### src/design/pin_irq_pkg.sv
// Shared constants and types for the pin interrupt and debug config block
package pin_irq_pkg;

  // ----------------------------------------------------------------
  // Register byte addresses
  // ----------------------------------------------------------------
  localparam logic [31:0] PENDING_ADDR = 32'h4000a814;
  localparam logic [31:0] MASK_ADDR = 32'h4000a818;
  localparam logic [31:0] CFG_A_ADDR = 32'h4000a860;
  localparam logic [31:0] CFG_B_ADDR = 32'h4000a864;
  localparam logic [31:0] CFG_C_ADDR = 32'h4000a868;
  localparam logic [31:0] CFG_D_ADDR = 32'h4000a86c;
  localparam logic [31:0] DBG_CFG_ADDR = 32'h4000bc00;
  localparam logic [31:0] DBG_STAT_ADDR = 32'h4000bc04;
  localparam logic [31:0] SEL_C_ADDR = 32'h4000bc14;
  localparam logic [31:0] SEL_D_ADDR = 32'h4000bc18;

  // ----------------------------------------------------------------
  // Field positions
  // ----------------------------------------------------------------
  localparam int FILT_BIT = 8;
  localparam int MODE_LSB = 5;
  localparam int MODE_MSB = 7;
  localparam int SEL_MSB = 4;
  localparam int DBG_DIS_BIT = 5;
  localparam int REG_EN_BIT = 4;
  localparam int DBG_RSVD_BIT = 3;
  localparam int STAT_BOOT_BIT = 3;
  localparam int STAT_FORCE_BIT = 1;
  localparam int STAT_SWEN_BIT = 0;

  // ----------------------------------------------------------------
  // Reset values, sizes and timing
  // ----------------------------------------------------------------
  localparam logic [4:0] SEL_C_RST = 5'h0f;
  localparam logic [4:0] SEL_D_RST = 5'h10;
  localparam logic [5:0] DBG_CFG_RST = 6'h10;
  localparam logic [4:0] SEL_LAST_PIN = 5'h17;
  localparam int NUM_CH = 4;
  localparam int PIN_COUNT = 24;
  localparam int FILTER_LEN = 4;
  localparam logic [1:0] RESP_OKAY = 2'h0;
  localparam logic [1:0] RESP_SLVERR = 2'h2;

  // ----------------------------------------------------------------
  // Types
  // ----------------------------------------------------------------
  typedef enum logic [2:0] {
    MODE_OFF = 3'b000,
    MODE_RISE = 3'b001,
    MODE_FALL = 3'b010,
    MODE_BOTH = 3'b011,
    MODE_HIGH = 3'b100,
    MODE_LOW = 3'b101,
    MODE_RSVD6 = 3'b110,
    MODE_RSVD7 = 3'b111
  } trig_mode_e;

  typedef struct packed {
    logic filt;
    trig_mode_e mode;
  } ch_cfg_s;

  typedef struct packed {
    logic boot_asserted;
    logic forced;
    logic swen;
  } dbg_stat_s;

endpackage : pin_irq_pkg

### src/design/pin_irq_ctrl.sv
// Pin interrupt channels and debug pin configuration, AXI4-Lite slave
//
// Chosen here: the AXI4-Lite interface to the registers.
module pin_irq_ctrl (
  // Clock and reset
  input wire logic aclk,
  input wire logic aresetn,
  // AXI4-Lite write address
  input wire logic [31:0] s_axi_awaddr,
  input wire logic s_axi_awvalid,
  output logic s_axi_awready,
  // AXI4-Lite write data
  input wire logic [31:0] s_axi_wdata,
  input wire logic [3:0] s_axi_wstrb,
  input wire logic s_axi_wvalid,
  output logic s_axi_wready,
  // AXI4-Lite write response
  output logic [1:0] s_axi_bresp,
  output logic s_axi_bvalid,
  input wire logic s_axi_bready,
  // AXI4-Lite read address
  input wire logic [31:0] s_axi_araddr,
  input wire logic s_axi_arvalid,
  output logic s_axi_arready,
  // AXI4-Lite read data
  output logic [31:0] s_axi_rdata,
  output logic [1:0] s_axi_rresp,
  output logic s_axi_rvalid,
  input wire logic s_axi_rready,
  // Pins
  input wire logic irq_a_pin,
  input wire logic irq_b_pin,
  input wire logic [23:0] port_pins,
  // Debug side inputs
  input wire logic debug_active,
  input wire logic debug_forced,
  input wire logic serial_wire_en,
  input wire logic boot_mode_n,
  // Interrupt outputs
  output logic ext_interrupt_a,
  output logic ext_interrupt_b,
  output logic ext_interrupt_c,
  output logic ext_interrupt_d,
  output logic irq,
  // Pin override outputs
  output logic debug_permit,
  output logic regulator_enable_override
);

  // ----------------------------------------------------------------
  // Helpers
  // ----------------------------------------------------------------
  function automatic logic [31:0] merge_strb(input logic [31:0] old_v,
                                             input logic [31:0] new_v,
                                             input logic [3:0] strb);
    logic [31:0] res;
    res = old_v;
    for (int i = 0; i < 4; i++) begin
      if (strb[i]) begin
        res[i*8 +: 8] = new_v[i*8 +: 8];
      end
    end
    return res;
  endfunction : merge_strb

  function automatic logic pick_pin(input logic [23:0] pins,
                                    input logic [4:0] sel);
    logic res;
    res = 1'b0;
    if (sel <= pin_irq_pkg::SEL_LAST_PIN) begin
      res = pins[sel];
    end
    return res;
  endfunction : pick_pin

  // ----------------------------------------------------------------
  // Register state
  // ----------------------------------------------------------------
  pin_irq_pkg::ch_cfg_s cfg_r [pin_irq_pkg::NUM_CH];
  logic [4:0] sel_c_r;
  logic [4:0] sel_d_r;
  logic [5:0] dbg_cfg_r;
  logic [3:0] pending_r;
  logic [3:0] pending_nxt;
  logic [3:0] mask_r;
  pin_irq_pkg::dbg_stat_s dbg_stat_r;
  logic boot_taken_r;

  // ----------------------------------------------------------------
  // AXI4-Lite state
  // ----------------------------------------------------------------
  logic aw_held_r;
  logic w_held_r;
  logic [31:0] aw_addr_r;
  logic [31:0] w_data_r;
  logic [3:0] w_strb_r;
  logic bvalid_r;
  logic [1:0] bresp_r;
  logic rvalid_r;
  logic [1:0] rresp_r;
  logic [31:0] rdata_r;
  logic wr_fire;
  logic wr_hit;
  logic [31:0] wr_old;
  logic [31:0] wr_val;
  logic [31:0] rd_val;
  logic rd_hit;

  assign s_axi_awready = !aw_held_r && !bvalid_r;
  assign s_axi_wready = !w_held_r && !bvalid_r;
  assign s_axi_arready = !rvalid_r;
  assign s_axi_bvalid = bvalid_r;
  assign s_axi_bresp = bresp_r;
  assign s_axi_rvalid = rvalid_r;
  assign s_axi_rresp = rresp_r;
  assign s_axi_rdata = rdata_r;
  assign wr_fire = aw_held_r && w_held_r && !bvalid_r;

  // ----------------------------------------------------------------
  // Write channel capture and response
  // ----------------------------------------------------------------
  always_ff @(posedge aclk) begin
    if (!aresetn) begin
      aw_held_r <= 1'b0;
      aw_addr_r <= 32'h0000_0000;
    end else if (s_axi_awvalid && s_axi_awready) begin
      aw_held_r <= 1'b1;
      aw_addr_r <= s_axi_awaddr;
    end else if (wr_fire) begin
      aw_held_r <= 1'b0;
    end
  end

  always_ff @(posedge aclk) begin
    if (!aresetn) begin
      w_held_r <= 1'b0;
      w_data_r <= 32'h0000_0000;
      w_strb_r <= 4'h0;
    end else if (s_axi_wvalid && s_axi_wready) begin
      w_held_r <= 1'b1;
      w_data_r <= s_axi_wdata;
      w_strb_r <= s_axi_wstrb;
    end else if (wr_fire) begin
      w_held_r <= 1'b0;
    end
  end

  always_ff @(posedge aclk) begin
    if (!aresetn) begin
      bvalid_r <= 1'b0;
      bresp_r <= pin_irq_pkg::RESP_OKAY;
    end else if (wr_fire) begin
      bvalid_r <= 1'b1;
      bresp_r <= wr_hit ? pin_irq_pkg::RESP_OKAY : pin_irq_pkg::RESP_SLVERR;
    end else if (s_axi_bready) begin
      bvalid_r <= 1'b0;
    end
  end

  // ----------------------------------------------------------------
  // Register read view, shared by read path and write merge
  // ----------------------------------------------------------------
  function automatic logic [31:0] reg_view(input logic [31:0] addr,
                                           output logic hit);
    logic [31:0] v;
    v = 32'h0000_0000;
    hit = 1'b1;
    case (addr)
      pin_irq_pkg::PENDING_ADDR: v[3:0] = pending_r;
      pin_irq_pkg::MASK_ADDR: v[3:0] = mask_r;
      pin_irq_pkg::CFG_A_ADDR: v[8:5] = cfg_r[0];
      pin_irq_pkg::CFG_B_ADDR: v[8:5] = cfg_r[1];
      pin_irq_pkg::CFG_C_ADDR: v[8:5] = cfg_r[2];
      pin_irq_pkg::CFG_D_ADDR: v[8:5] = cfg_r[3];
      pin_irq_pkg::DBG_CFG_ADDR: v[5:3] = dbg_cfg_r[5:3];
      pin_irq_pkg::DBG_STAT_ADDR: begin
        v[pin_irq_pkg::STAT_BOOT_BIT] = dbg_stat_r.boot_asserted;
        v[pin_irq_pkg::STAT_FORCE_BIT] = dbg_stat_r.forced;
        v[pin_irq_pkg::STAT_SWEN_BIT] = dbg_stat_r.swen;
      end
      pin_irq_pkg::SEL_C_ADDR: v[4:0] = sel_c_r;
      pin_irq_pkg::SEL_D_ADDR: v[4:0] = sel_d_r;
      default: hit = 1'b0;
    endcase
    return v;
  endfunction : reg_view

  always_comb begin
    wr_old = reg_view(aw_addr_r, wr_hit);
    wr_val = merge_strb(wr_old, w_data_r, w_strb_r);
    rd_val = reg_view(s_axi_araddr, rd_hit);
  end

  // ----------------------------------------------------------------
  // Read channel
  // ----------------------------------------------------------------
  always_ff @(posedge aclk) begin
    if (!aresetn) begin
      rvalid_r <= 1'b0;
      rresp_r <= pin_irq_pkg::RESP_OKAY;
      rdata_r <= 32'h0000_0000;
    end else if (s_axi_arvalid && s_axi_arready) begin
      rvalid_r <= 1'b1;
      rresp_r <= rd_hit ? pin_irq_pkg::RESP_OKAY : pin_irq_pkg::RESP_SLVERR;
      rdata_r <= rd_val;
    end else if (s_axi_rready) begin
      rvalid_r <= 1'b0;
    end
  end

  // ----------------------------------------------------------------
  // Configuration registers
  // ----------------------------------------------------------------
  always_ff @(posedge aclk) begin
    if (!aresetn) begin
      for (int i = 0; i < pin_irq_pkg::NUM_CH; i++) begin
        cfg_r[i] <= '0;
      end
    end else if (wr_fire) begin
      // Modes 6 and 7 are stored but never trigger
      case (aw_addr_r)
        pin_irq_pkg::CFG_A_ADDR: cfg_r[0] <= wr_val[8:5];
        pin_irq_pkg::CFG_B_ADDR: cfg_r[1] <= wr_val[8:5];
        pin_irq_pkg::CFG_C_ADDR: cfg_r[2] <= wr_val[8:5];
        pin_irq_pkg::CFG_D_ADDR: cfg_r[3] <= wr_val[8:5];
        default: ;
      endcase
    end
  end

  always_ff @(posedge aclk) begin
    if (!aresetn) begin
      sel_c_r <= pin_irq_pkg::SEL_C_RST;
      sel_d_r <= pin_irq_pkg::SEL_D_RST;
    end else if (wr_fire) begin
      case (aw_addr_r)
        pin_irq_pkg::SEL_C_ADDR: sel_c_r <= wr_val[pin_irq_pkg::SEL_MSB:0];
        pin_irq_pkg::SEL_D_ADDR: sel_d_r <= wr_val[pin_irq_pkg::SEL_MSB:0];
        default: ;
      endcase
    end
  end

  always_ff @(posedge aclk) begin
    if (!aresetn) begin
      dbg_cfg_r <= pin_irq_pkg::DBG_CFG_RST;
      mask_r <= 4'h0;
    end else if (wr_fire) begin
      if (aw_addr_r == pin_irq_pkg::DBG_CFG_ADDR) begin
        dbg_cfg_r <= {wr_val[5:3], 3'b000};
      end
      if (aw_addr_r == pin_irq_pkg::MASK_ADDR) begin
        mask_r <= wr_val[3:0];
      end
    end
  end

  // ----------------------------------------------------------------
  // Debug status, boot strap caught once after reset release
  // ----------------------------------------------------------------
  always_ff @(posedge aclk) begin
    if (!aresetn) begin
      boot_taken_r <= 1'b0;
      dbg_stat_r <= '0;
    end else begin
      boot_taken_r <= 1'b1;
      if (!boot_taken_r) begin
        dbg_stat_r.boot_asserted <= !boot_mode_n;
      end
      dbg_stat_r.forced <= debug_forced;
      dbg_stat_r.swen <= serial_wire_en;
    end
  end

  assign debug_permit =
    !dbg_cfg_r[pin_irq_pkg::DBG_DIS_BIT] || debug_active;
  assign regulator_enable_override =
    dbg_cfg_r[pin_irq_pkg::REG_EN_BIT];

  // ----------------------------------------------------------------
  // Channels
  // ----------------------------------------------------------------
  logic [3:0] src_pin;
  logic [3:0] cond;
  logic [3:0] fire;

  assign src_pin[0] = irq_a_pin;
  assign src_pin[1] = irq_b_pin;
  assign src_pin[2] = pick_pin(port_pins, sel_c_r);
  assign src_pin[3] = pick_pin(port_pins, sel_d_r);

  for (genvar g = 0; g < pin_irq_pkg::NUM_CH; g++) begin : g_ch
    pin_conditioner #(
      .LEN(pin_irq_pkg::FILTER_LEN)
    ) u_cond (
      .aclk(aclk),
      .aresetn(aresetn),
      .pin(src_pin[g]),
      .filt_en(cfg_r[g].filt),
      .cond(cond[g])
    );
    trigger_detect u_trig (
      .aclk(aclk),
      .aresetn(aresetn),
      .lvl(cond[g]),
      .mode(cfg_r[g].mode),
      .fire(fire[g])
    );
  end

  // ----------------------------------------------------------------
  // Pending flags: a trigger in the clearing cycle wins
  // ----------------------------------------------------------------
  always_comb begin
    pending_nxt = pending_r;
    if (wr_fire && aw_addr_r == pin_irq_pkg::PENDING_ADDR) begin
      // Only written bytes clear; a merged old value would clear set flags
      pending_nxt = pending_r & ~(w_data_r[3:0] & {4{w_strb_r[0]}});
    end
    pending_nxt = pending_nxt | fire;
  end

  always_ff @(posedge aclk) begin
    if (!aresetn) begin
      pending_r <= 4'h0;
    end else begin
      pending_r <= pending_nxt;
    end
  end

  assign ext_interrupt_a = pending_r[0];
  assign ext_interrupt_b = pending_r[1];
  assign ext_interrupt_c = pending_r[2];
  assign ext_interrupt_d = pending_r[3];
  assign irq = |(pending_r & mask_r);

  // ----------------------------------------------------------------
  // Checks
  // ----------------------------------------------------------------
  a_pending_set: assert property (@(posedge aclk) disable iff (!aresetn)
    fire[2] |=> pending_r[2])
    else $error("pending flag not set by trigger");
  a_w1c_clear: assert property (@(posedge aclk) disable iff (!aresetn)
    (wr_fire && aw_addr_r == pin_irq_pkg::PENDING_ADDR && w_strb_r[0]
     && w_data_r[0] && !fire[0]) |=> !pending_r[0])
    else $error("pending flag not cleared by write one");
  a_sel_reset: assert property (@(posedge aclk)
    !aresetn |=> (sel_c_r == 5'h0f && sel_d_r == 5'h10))
    else $error("selector reset value wrong");
  a_dbg_reset: assert property (@(posedge aclk)
    !aresetn |=> (dbg_cfg_r == 6'h10 && regulator_enable_override))
    else $error("debug config reset value wrong");
  a_mux_pick: assert property (@(posedge aclk) disable iff (!aresetn)
    (sel_c_r <= 5'h17) |-> (src_pin[2] == port_pins[sel_c_r]))
    else $error("channel c source pin wrong");
  a_level_refire: assert property (@(posedge aclk) disable iff (!aresetn)
    (cfg_r[1].mode == pin_irq_pkg::MODE_HIGH && cond[1]
     && $stable(cfg_r[1])) |=> pending_r[1])
    else $error("level mode flag not held");
  a_chan_irq: assert property (@(posedge aclk) disable iff (!aresetn)
    fire[1] |=> ext_interrupt_b)
    else $error("channel request not raised");
  a_debug_block: assert property (@(posedge aclk) disable iff (!aresetn)
    (dbg_cfg_r[5] && !debug_active) |-> !debug_permit)
    else $error("debug takeover not blocked");
  a_off_quiet: assert property (@(posedge aclk) disable iff (!aresetn)
    (cfg_r[0].mode == pin_irq_pkg::MODE_OFF) |-> !fire[0])
    else $error("disabled channel triggered");

endmodule : pin_irq_ctrl

### src/design/pin_conditioner.sv
// Pin synchroniser with optional digital filter
module pin_conditioner #(
  parameter int LEN = pin_irq_pkg::FILTER_LEN
) (
  // Clock and reset
  input wire logic aclk,
  input wire logic aresetn,
  // Pin and control
  input wire logic pin,
  input wire logic filt_en,
  output logic cond
);
  logic sync1_r;
  logic sync2_r;
  logic filt_r;
  logic [7:0] cnt_r;

  // ----------------------------------------------------------------
  // Two-stage synchroniser
  // ----------------------------------------------------------------
  always_ff @(posedge aclk) begin
    if (!aresetn) begin
      sync1_r <= 1'b0;
      sync2_r <= 1'b0;
    end else begin
      sync1_r <= pin;
      sync2_r <= sync1_r;
    end
  end

  // ----------------------------------------------------------------
  // Filter: a new level must hold LEN samples
  // ----------------------------------------------------------------
  always_ff @(posedge aclk) begin
    if (!aresetn) begin
      filt_r <= 1'b0;
      cnt_r <= 8'h00;
    end else if (!filt_en || sync2_r == filt_r) begin
      // Tracking while off avoids a false edge when enabled
      filt_r <= sync2_r;
      cnt_r <= 8'h00;
    end else if (cnt_r == 8'(LEN - 1)) begin
      filt_r <= sync2_r;
      cnt_r <= 8'h00;
    end else begin
      cnt_r <= cnt_r + 8'h01;
    end
  end

  assign cond = filt_en ? filt_r : sync2_r;

endmodule : pin_conditioner

### src/design/trigger_detect.sv
// Edge and level trigger detection for one channel
module trigger_detect (
  // Clock and reset
  input wire logic aclk,
  input wire logic aresetn,
  // Conditioned level and mode
  input wire logic lvl,
  input wire pin_irq_pkg::trig_mode_e mode,
  output logic fire
);
  logic prev_r;

  always_ff @(posedge aclk) begin
    if (!aresetn) begin
      prev_r <= 1'b0;
    end else begin
      prev_r <= lvl;
    end
  end

  always_comb begin
    case (mode)
      pin_irq_pkg::MODE_RISE: fire = lvl & ~prev_r;
      pin_irq_pkg::MODE_FALL: fire = ~lvl & prev_r;
      pin_irq_pkg::MODE_BOTH: fire = lvl ^ prev_r;
      pin_irq_pkg::MODE_HIGH: fire = lvl;
      pin_irq_pkg::MODE_LOW: fire = ~lvl;
      default: fire = 1'b0;
    endcase
  end

  a_rise_edge: assert property (@(posedge aclk) disable iff (!aresetn)
    (mode == pin_irq_pkg::MODE_RISE && lvl && !$past(lvl)) |-> fire)
    else $error("rising edge missed");
  a_level_low: assert property (@(posedge aclk) disable iff (!aresetn)
    (mode == pin_irq_pkg::MODE_LOW) |-> (fire == !lvl))
    else $error("low level trigger wrong");

endmodule : trigger_detect

### config.mk
export PLATFORM = sky130hd
export DESIGN_NAME = pin_irq_ctrl
export DESIGN_NICKNAME = d
export VERILOG_FILES = /design/src/design/pin_irq_pkg.sv /design/src/design/pin_irq_ctrl.sv /design/src/design/pin_conditioner.sv /design/src/design/trigger_detect.sv
export SDC_FILE = /design/constraint.sdc
export NUM_CORES = 1
export LEC_CHECK = 0
export BUFFER_PORTS_ARGS = -buffer_cell sky130_fd_sc_hd__buf_2
export CORE_UTILIZATION = 51
export CTS_CLUSTER_DIAMETER = 100
export DETAILED_ROUTE_END_ITERATION = 10
export GPL_TIMING_DRIVEN = 1
export PLACE_DENSITY = 0.73
export SYNTH_ARGS = -nofsm -noshare
export SYNTH_HDL_FRONTEND = slang
export SYNTH_SLANG_ARGS = --single-unit
export TNS_END_PERCENT = 5
### constraint.sdc
create_clock -name aclk -period 6.35 [get_ports aclk]
set_clock_uncertainty 0.15 [all_clocks]
set_input_delay 1.27 -clock aclk [delete_from_list [all_inputs] [get_ports aclk]]
set_output_delay 1.27 -clock aclk [all_outputs]
set_load 0.005 [all_outputs]
==> summary.md <==
| Metric | Value |
|---|---|
| Outcome | finished, violations left |
| Failing checks | design-rule violations |
| Synth Area in Adders | 1.953% |
| Antenna violations before repair | 0 |
| R2R Setup Slk | 3.42 ns |
| Area of the core | 14,640 um^2 |
| Synth Instances | 846 |
| Netlist Area Pre-Place | 7689 um^2 |
| Synth Area in Compound Gates | 13.64% |
| TritonCTS Sinks | 147 |
| Synth area leader | dfxtp_1 |
| Multiplexer share of the synthesized area | 8.544% |
| F_max | 0.3304 GHz |
| Switching share of power | 26.38% |
| Share of the synthesized area in the top cell type | 34.11% |
| Critical Path RT | 4.93 ns |
| Comb power frac | 9.7% |
| DRT Wirelength | 18,570 um |
| Count of cell types in the netlist | 67 |
| GPL Wtd Cong | 0.8523 |
| Max VDD drop | 0.0001855 V |
| FF-to-FF Start | aw_addr_r[16]$_SDFFE_PN0P_ |
| Hold_ws | 0.2885 ns |
| Setup TNS | 0 ns |
| Placement Rows | 44 |
| Avg Cell Area, Syn | 9.088 um^2 |
| WS Path Type | input port to output port |
| Clock tree buffer depth | 2 |
| Hold path cells | 1 |
| Clk pwr share | 43.8% |
| Die height | 124.8 um |
| P&R area growth vs syn | 15.41% |
| Largest cells by area after synthesis | dfxtp_1, mux4_2, edfxtp_1 |
| Final nets | 1,107 |
| Pre-CTS setup slack | 2.986 ns |
| Clk_lat worst skew | 0.43 ns |
| CP max FO | 1 |
| Die X | 124.8 um |
| Sequential element share of the synthesized area | 40.36% |
| Max Cap Viol | 0 |
| First-pass GRT wire length | 30,800 um |
| CTS tree | done |
| Initial drt markers | 705 |
| Register share of total power | 46.4% |
| Share of cells above drive strength 1 | 22.55% |
| GRT Util Overall | 24.95% |
| CP Capture Type | output port |
| Hold Vio Cnt, Final | 0 |
| Setup ws final | 3.323 ns |
| Drt drc | 28 |
| Cts repair resizes | 0 |
| Fin crit share | 47.67% |
| Worst hold path class | flop to flop |
| Tmin final | 3.027 ns |
| Largest net degree at the start of global routing | 54 |
| Global route total overflow | 0 |
| Via density | 5.755 |
| H-tree levels | 4 |
| Worst r2r dst | cfg_r[3][0]$_SDFFCE_PN0P_ |
| FFs w/ async S/R, synth | 0% |
| # diodes | 0 |
| Setup Viol. Count Final | 0 |
| Arr. time, crit path | 1.61 ns |
| Top-Level Pins | 185 |
| Vias | 6,647 |
| Net switching power | 0.5754 mW |
| PwrDens | 245.8 nW/um^2 |
| LEAKAGE | 3.451 nW |
| Max Slew Vio Count | 0 |
| DP Wirelength | 13,270 um |
| RSZ-0062 raised after global routing | false |
| Clock Root Buffer | clkbuf_16 |
| # port buffers | 134 |
| Pre-antenna DRT Iters | 8 |
| Initial Utilization | 52.50% |
| Crit start category | input port |
| Num CTS Buffers | 17 |
| Yosys warning count | 0 |
| Slew @ Worst Pin | 1.085 ns |
| Post-synth EDFFs | 16 |
| Synth Register Bits | 147 |
| Main combinational cell family by area after synthesis | simple AND/OR/NAND/NOR gates |
| WHS Endpoint | g_ch[3].u_cond.sync2_r$_SDFF_PN0_ |
| Int Pwr | 1.606 mW |
| Post-CTS Setup Inserts | 0 |
| Hold Buf Count CTS | 0 |
| R2R depth | 4 |
| Primary FF master, synth | dfxtp_1 |
| Synth Area in XOR/XNOR | 3.645% |
| Min-delay src | g_ch[3].u_cond.sync1_r$_SDFF_PN0_ |
| Slew Limit Headroom | 27.34% |
| Die area | 15,570 um^2 |
| Post-Synth Simple-Gate Area | 25.35% |
| Post-route ant nets | 0 |
| DR WL/cell | 16.08 um |
| Number of global-route vias before repair | 6,221 |
| Worst-path clk slew | 0.06 ns |
==> worst max-delay path, cell delays in order <==
cell and delay, ns:
buf_2 0.09, nand2b_1 0.12, buf_2 0.13
==> stage by stage <==
stage                     power [mW]  instance area, um^2  cells  util, %
after floorplan                1.172                 7779    870        -
after global placement         1.237                 8309   1123    56.74
after detailed placement       1.243                 8309   1123    56.74
after CTS                      2.185                 8874   1155    60.59
after global routing           2.259                 8874   1155    60.59
final                          2.181                 8874   1155    60.59
==> per-layer routing <==
| layer | global-route usage, % | vias to the layer above | part of all wire (%) |
|---|---|---|---|
| met1 | 33.08 | 3125 | 45 |
| met3 | 6.486 | 43 | 7.6 |
| li1 | - | 3205 | - |
| met5 | 0 | - | 0 |
| met4 | 10.82 | 0 | 2.7 |
| met2 | 38.33 | 274 | 45 |
==> layout by cell type, fill, tap and decap left out, types with 14 or more instances in the layout <==
cell type / n
buf_2: 134
a22oi_1: 18
dfxtp_1: 131
nand2_1: 120
and3_1: 14
conb_1: 25
a21oi_1: 60
xor2_1: 19
inv_1: 25
mux4_2: 22
o21ai_0: 26
nor2_1: 80
nand3_1: 39
clkbuf_16: 18
mux2i_1: 15
edfxtp_1: 16
nor3_1: 16
==> how the worst max path moves through the flow <==
stage                          startpoint                           to
after floorplan           s_axi_araddr[2]  s_axi_rresp[1]$_SDFFE_PN0P_
after detailed placement  s_axi_araddr[2]  s_axi_rresp[1]$_SDFFE_PN0P_
after global routing      s_axi_araddr[2]  s_axi_rresp[1]$_SDFFE_PN0P_
after global placement    s_axi_araddr[2]  s_axi_rresp[1]$_SDFFE_PN0P_
final                        debug_active                 debug_permit
after CTS                    debug_active                 debug_permit
==> cells by family after synthesis <==
logic type	Yosys count
compound gates	162
other cells	1
buf+inv	94
flops	147
fa+ha+maj	12
mux	38
xor+xnor	32
simple gates	360
==> Yosys cell counts (all sizes together) (12+ instances only) <==
cell    count
nor4b      14
dfxtp     131
ha         12
xor2       19
a22oi      18
and3       14
mux2i      15
inv        26
o21ai      30
mux4       22
clkbuf     25
nor3       18
a21oi      60
edfxtp     16
nand2     120
buf        43
xnor2      13
and2       13
nor2       81
nand3      40
nor4       15
==> area by class of cell <==
type	count	area, um^2
multi-input combinational	629	4185
timing repair buffer	137	693.2
clock inverter	12	96.34
fill	1307	5771
tap	184	230.2
clock buffer	20	467.9
sequential	147	3103
inverter	26	97.59
==> power by group through the flow <==
stage                     logic (mW)  clock network, mW  registers, mW
after floorplan                0.154                  0           1.02
after global placement         0.207                  0           1.03
after detailed placement       0.210                  0           1.03
after CTS                      0.212              0.961           1.01
after global routing           0.236               1.01           1.02
final                          0.212              0.956           1.01
==> sequential cells by signal (all words and copies together), names as in the netlist <==
name                 count
g_ch.u_cond.sync1_r      4
aw_addr_r               32
s_axi_rvalid             1
g_ch.u_cond.filt_r       4
dbg_stat_r               3
w_held_r                 1
dbg_cfg_r                3
boot_taken_r             1
g_ch.u_cond.sync2_r      4
s_axi_bresp              1
w_data_r                 9
pending_r                4
cfg_r                   16
s_axi_rresp              1
w_strb_r                 2
s_axi_rdata              9
aw_held_r                1
g_ch.u_trig.prev_r       4
mask_r                   4
sel_d_r                  5
s_axi_bvalid             1
sel_c_r                  5
g_ch.u_cond.cnt_r       32
Note: power is estimated with default switching activity, not from simulation.
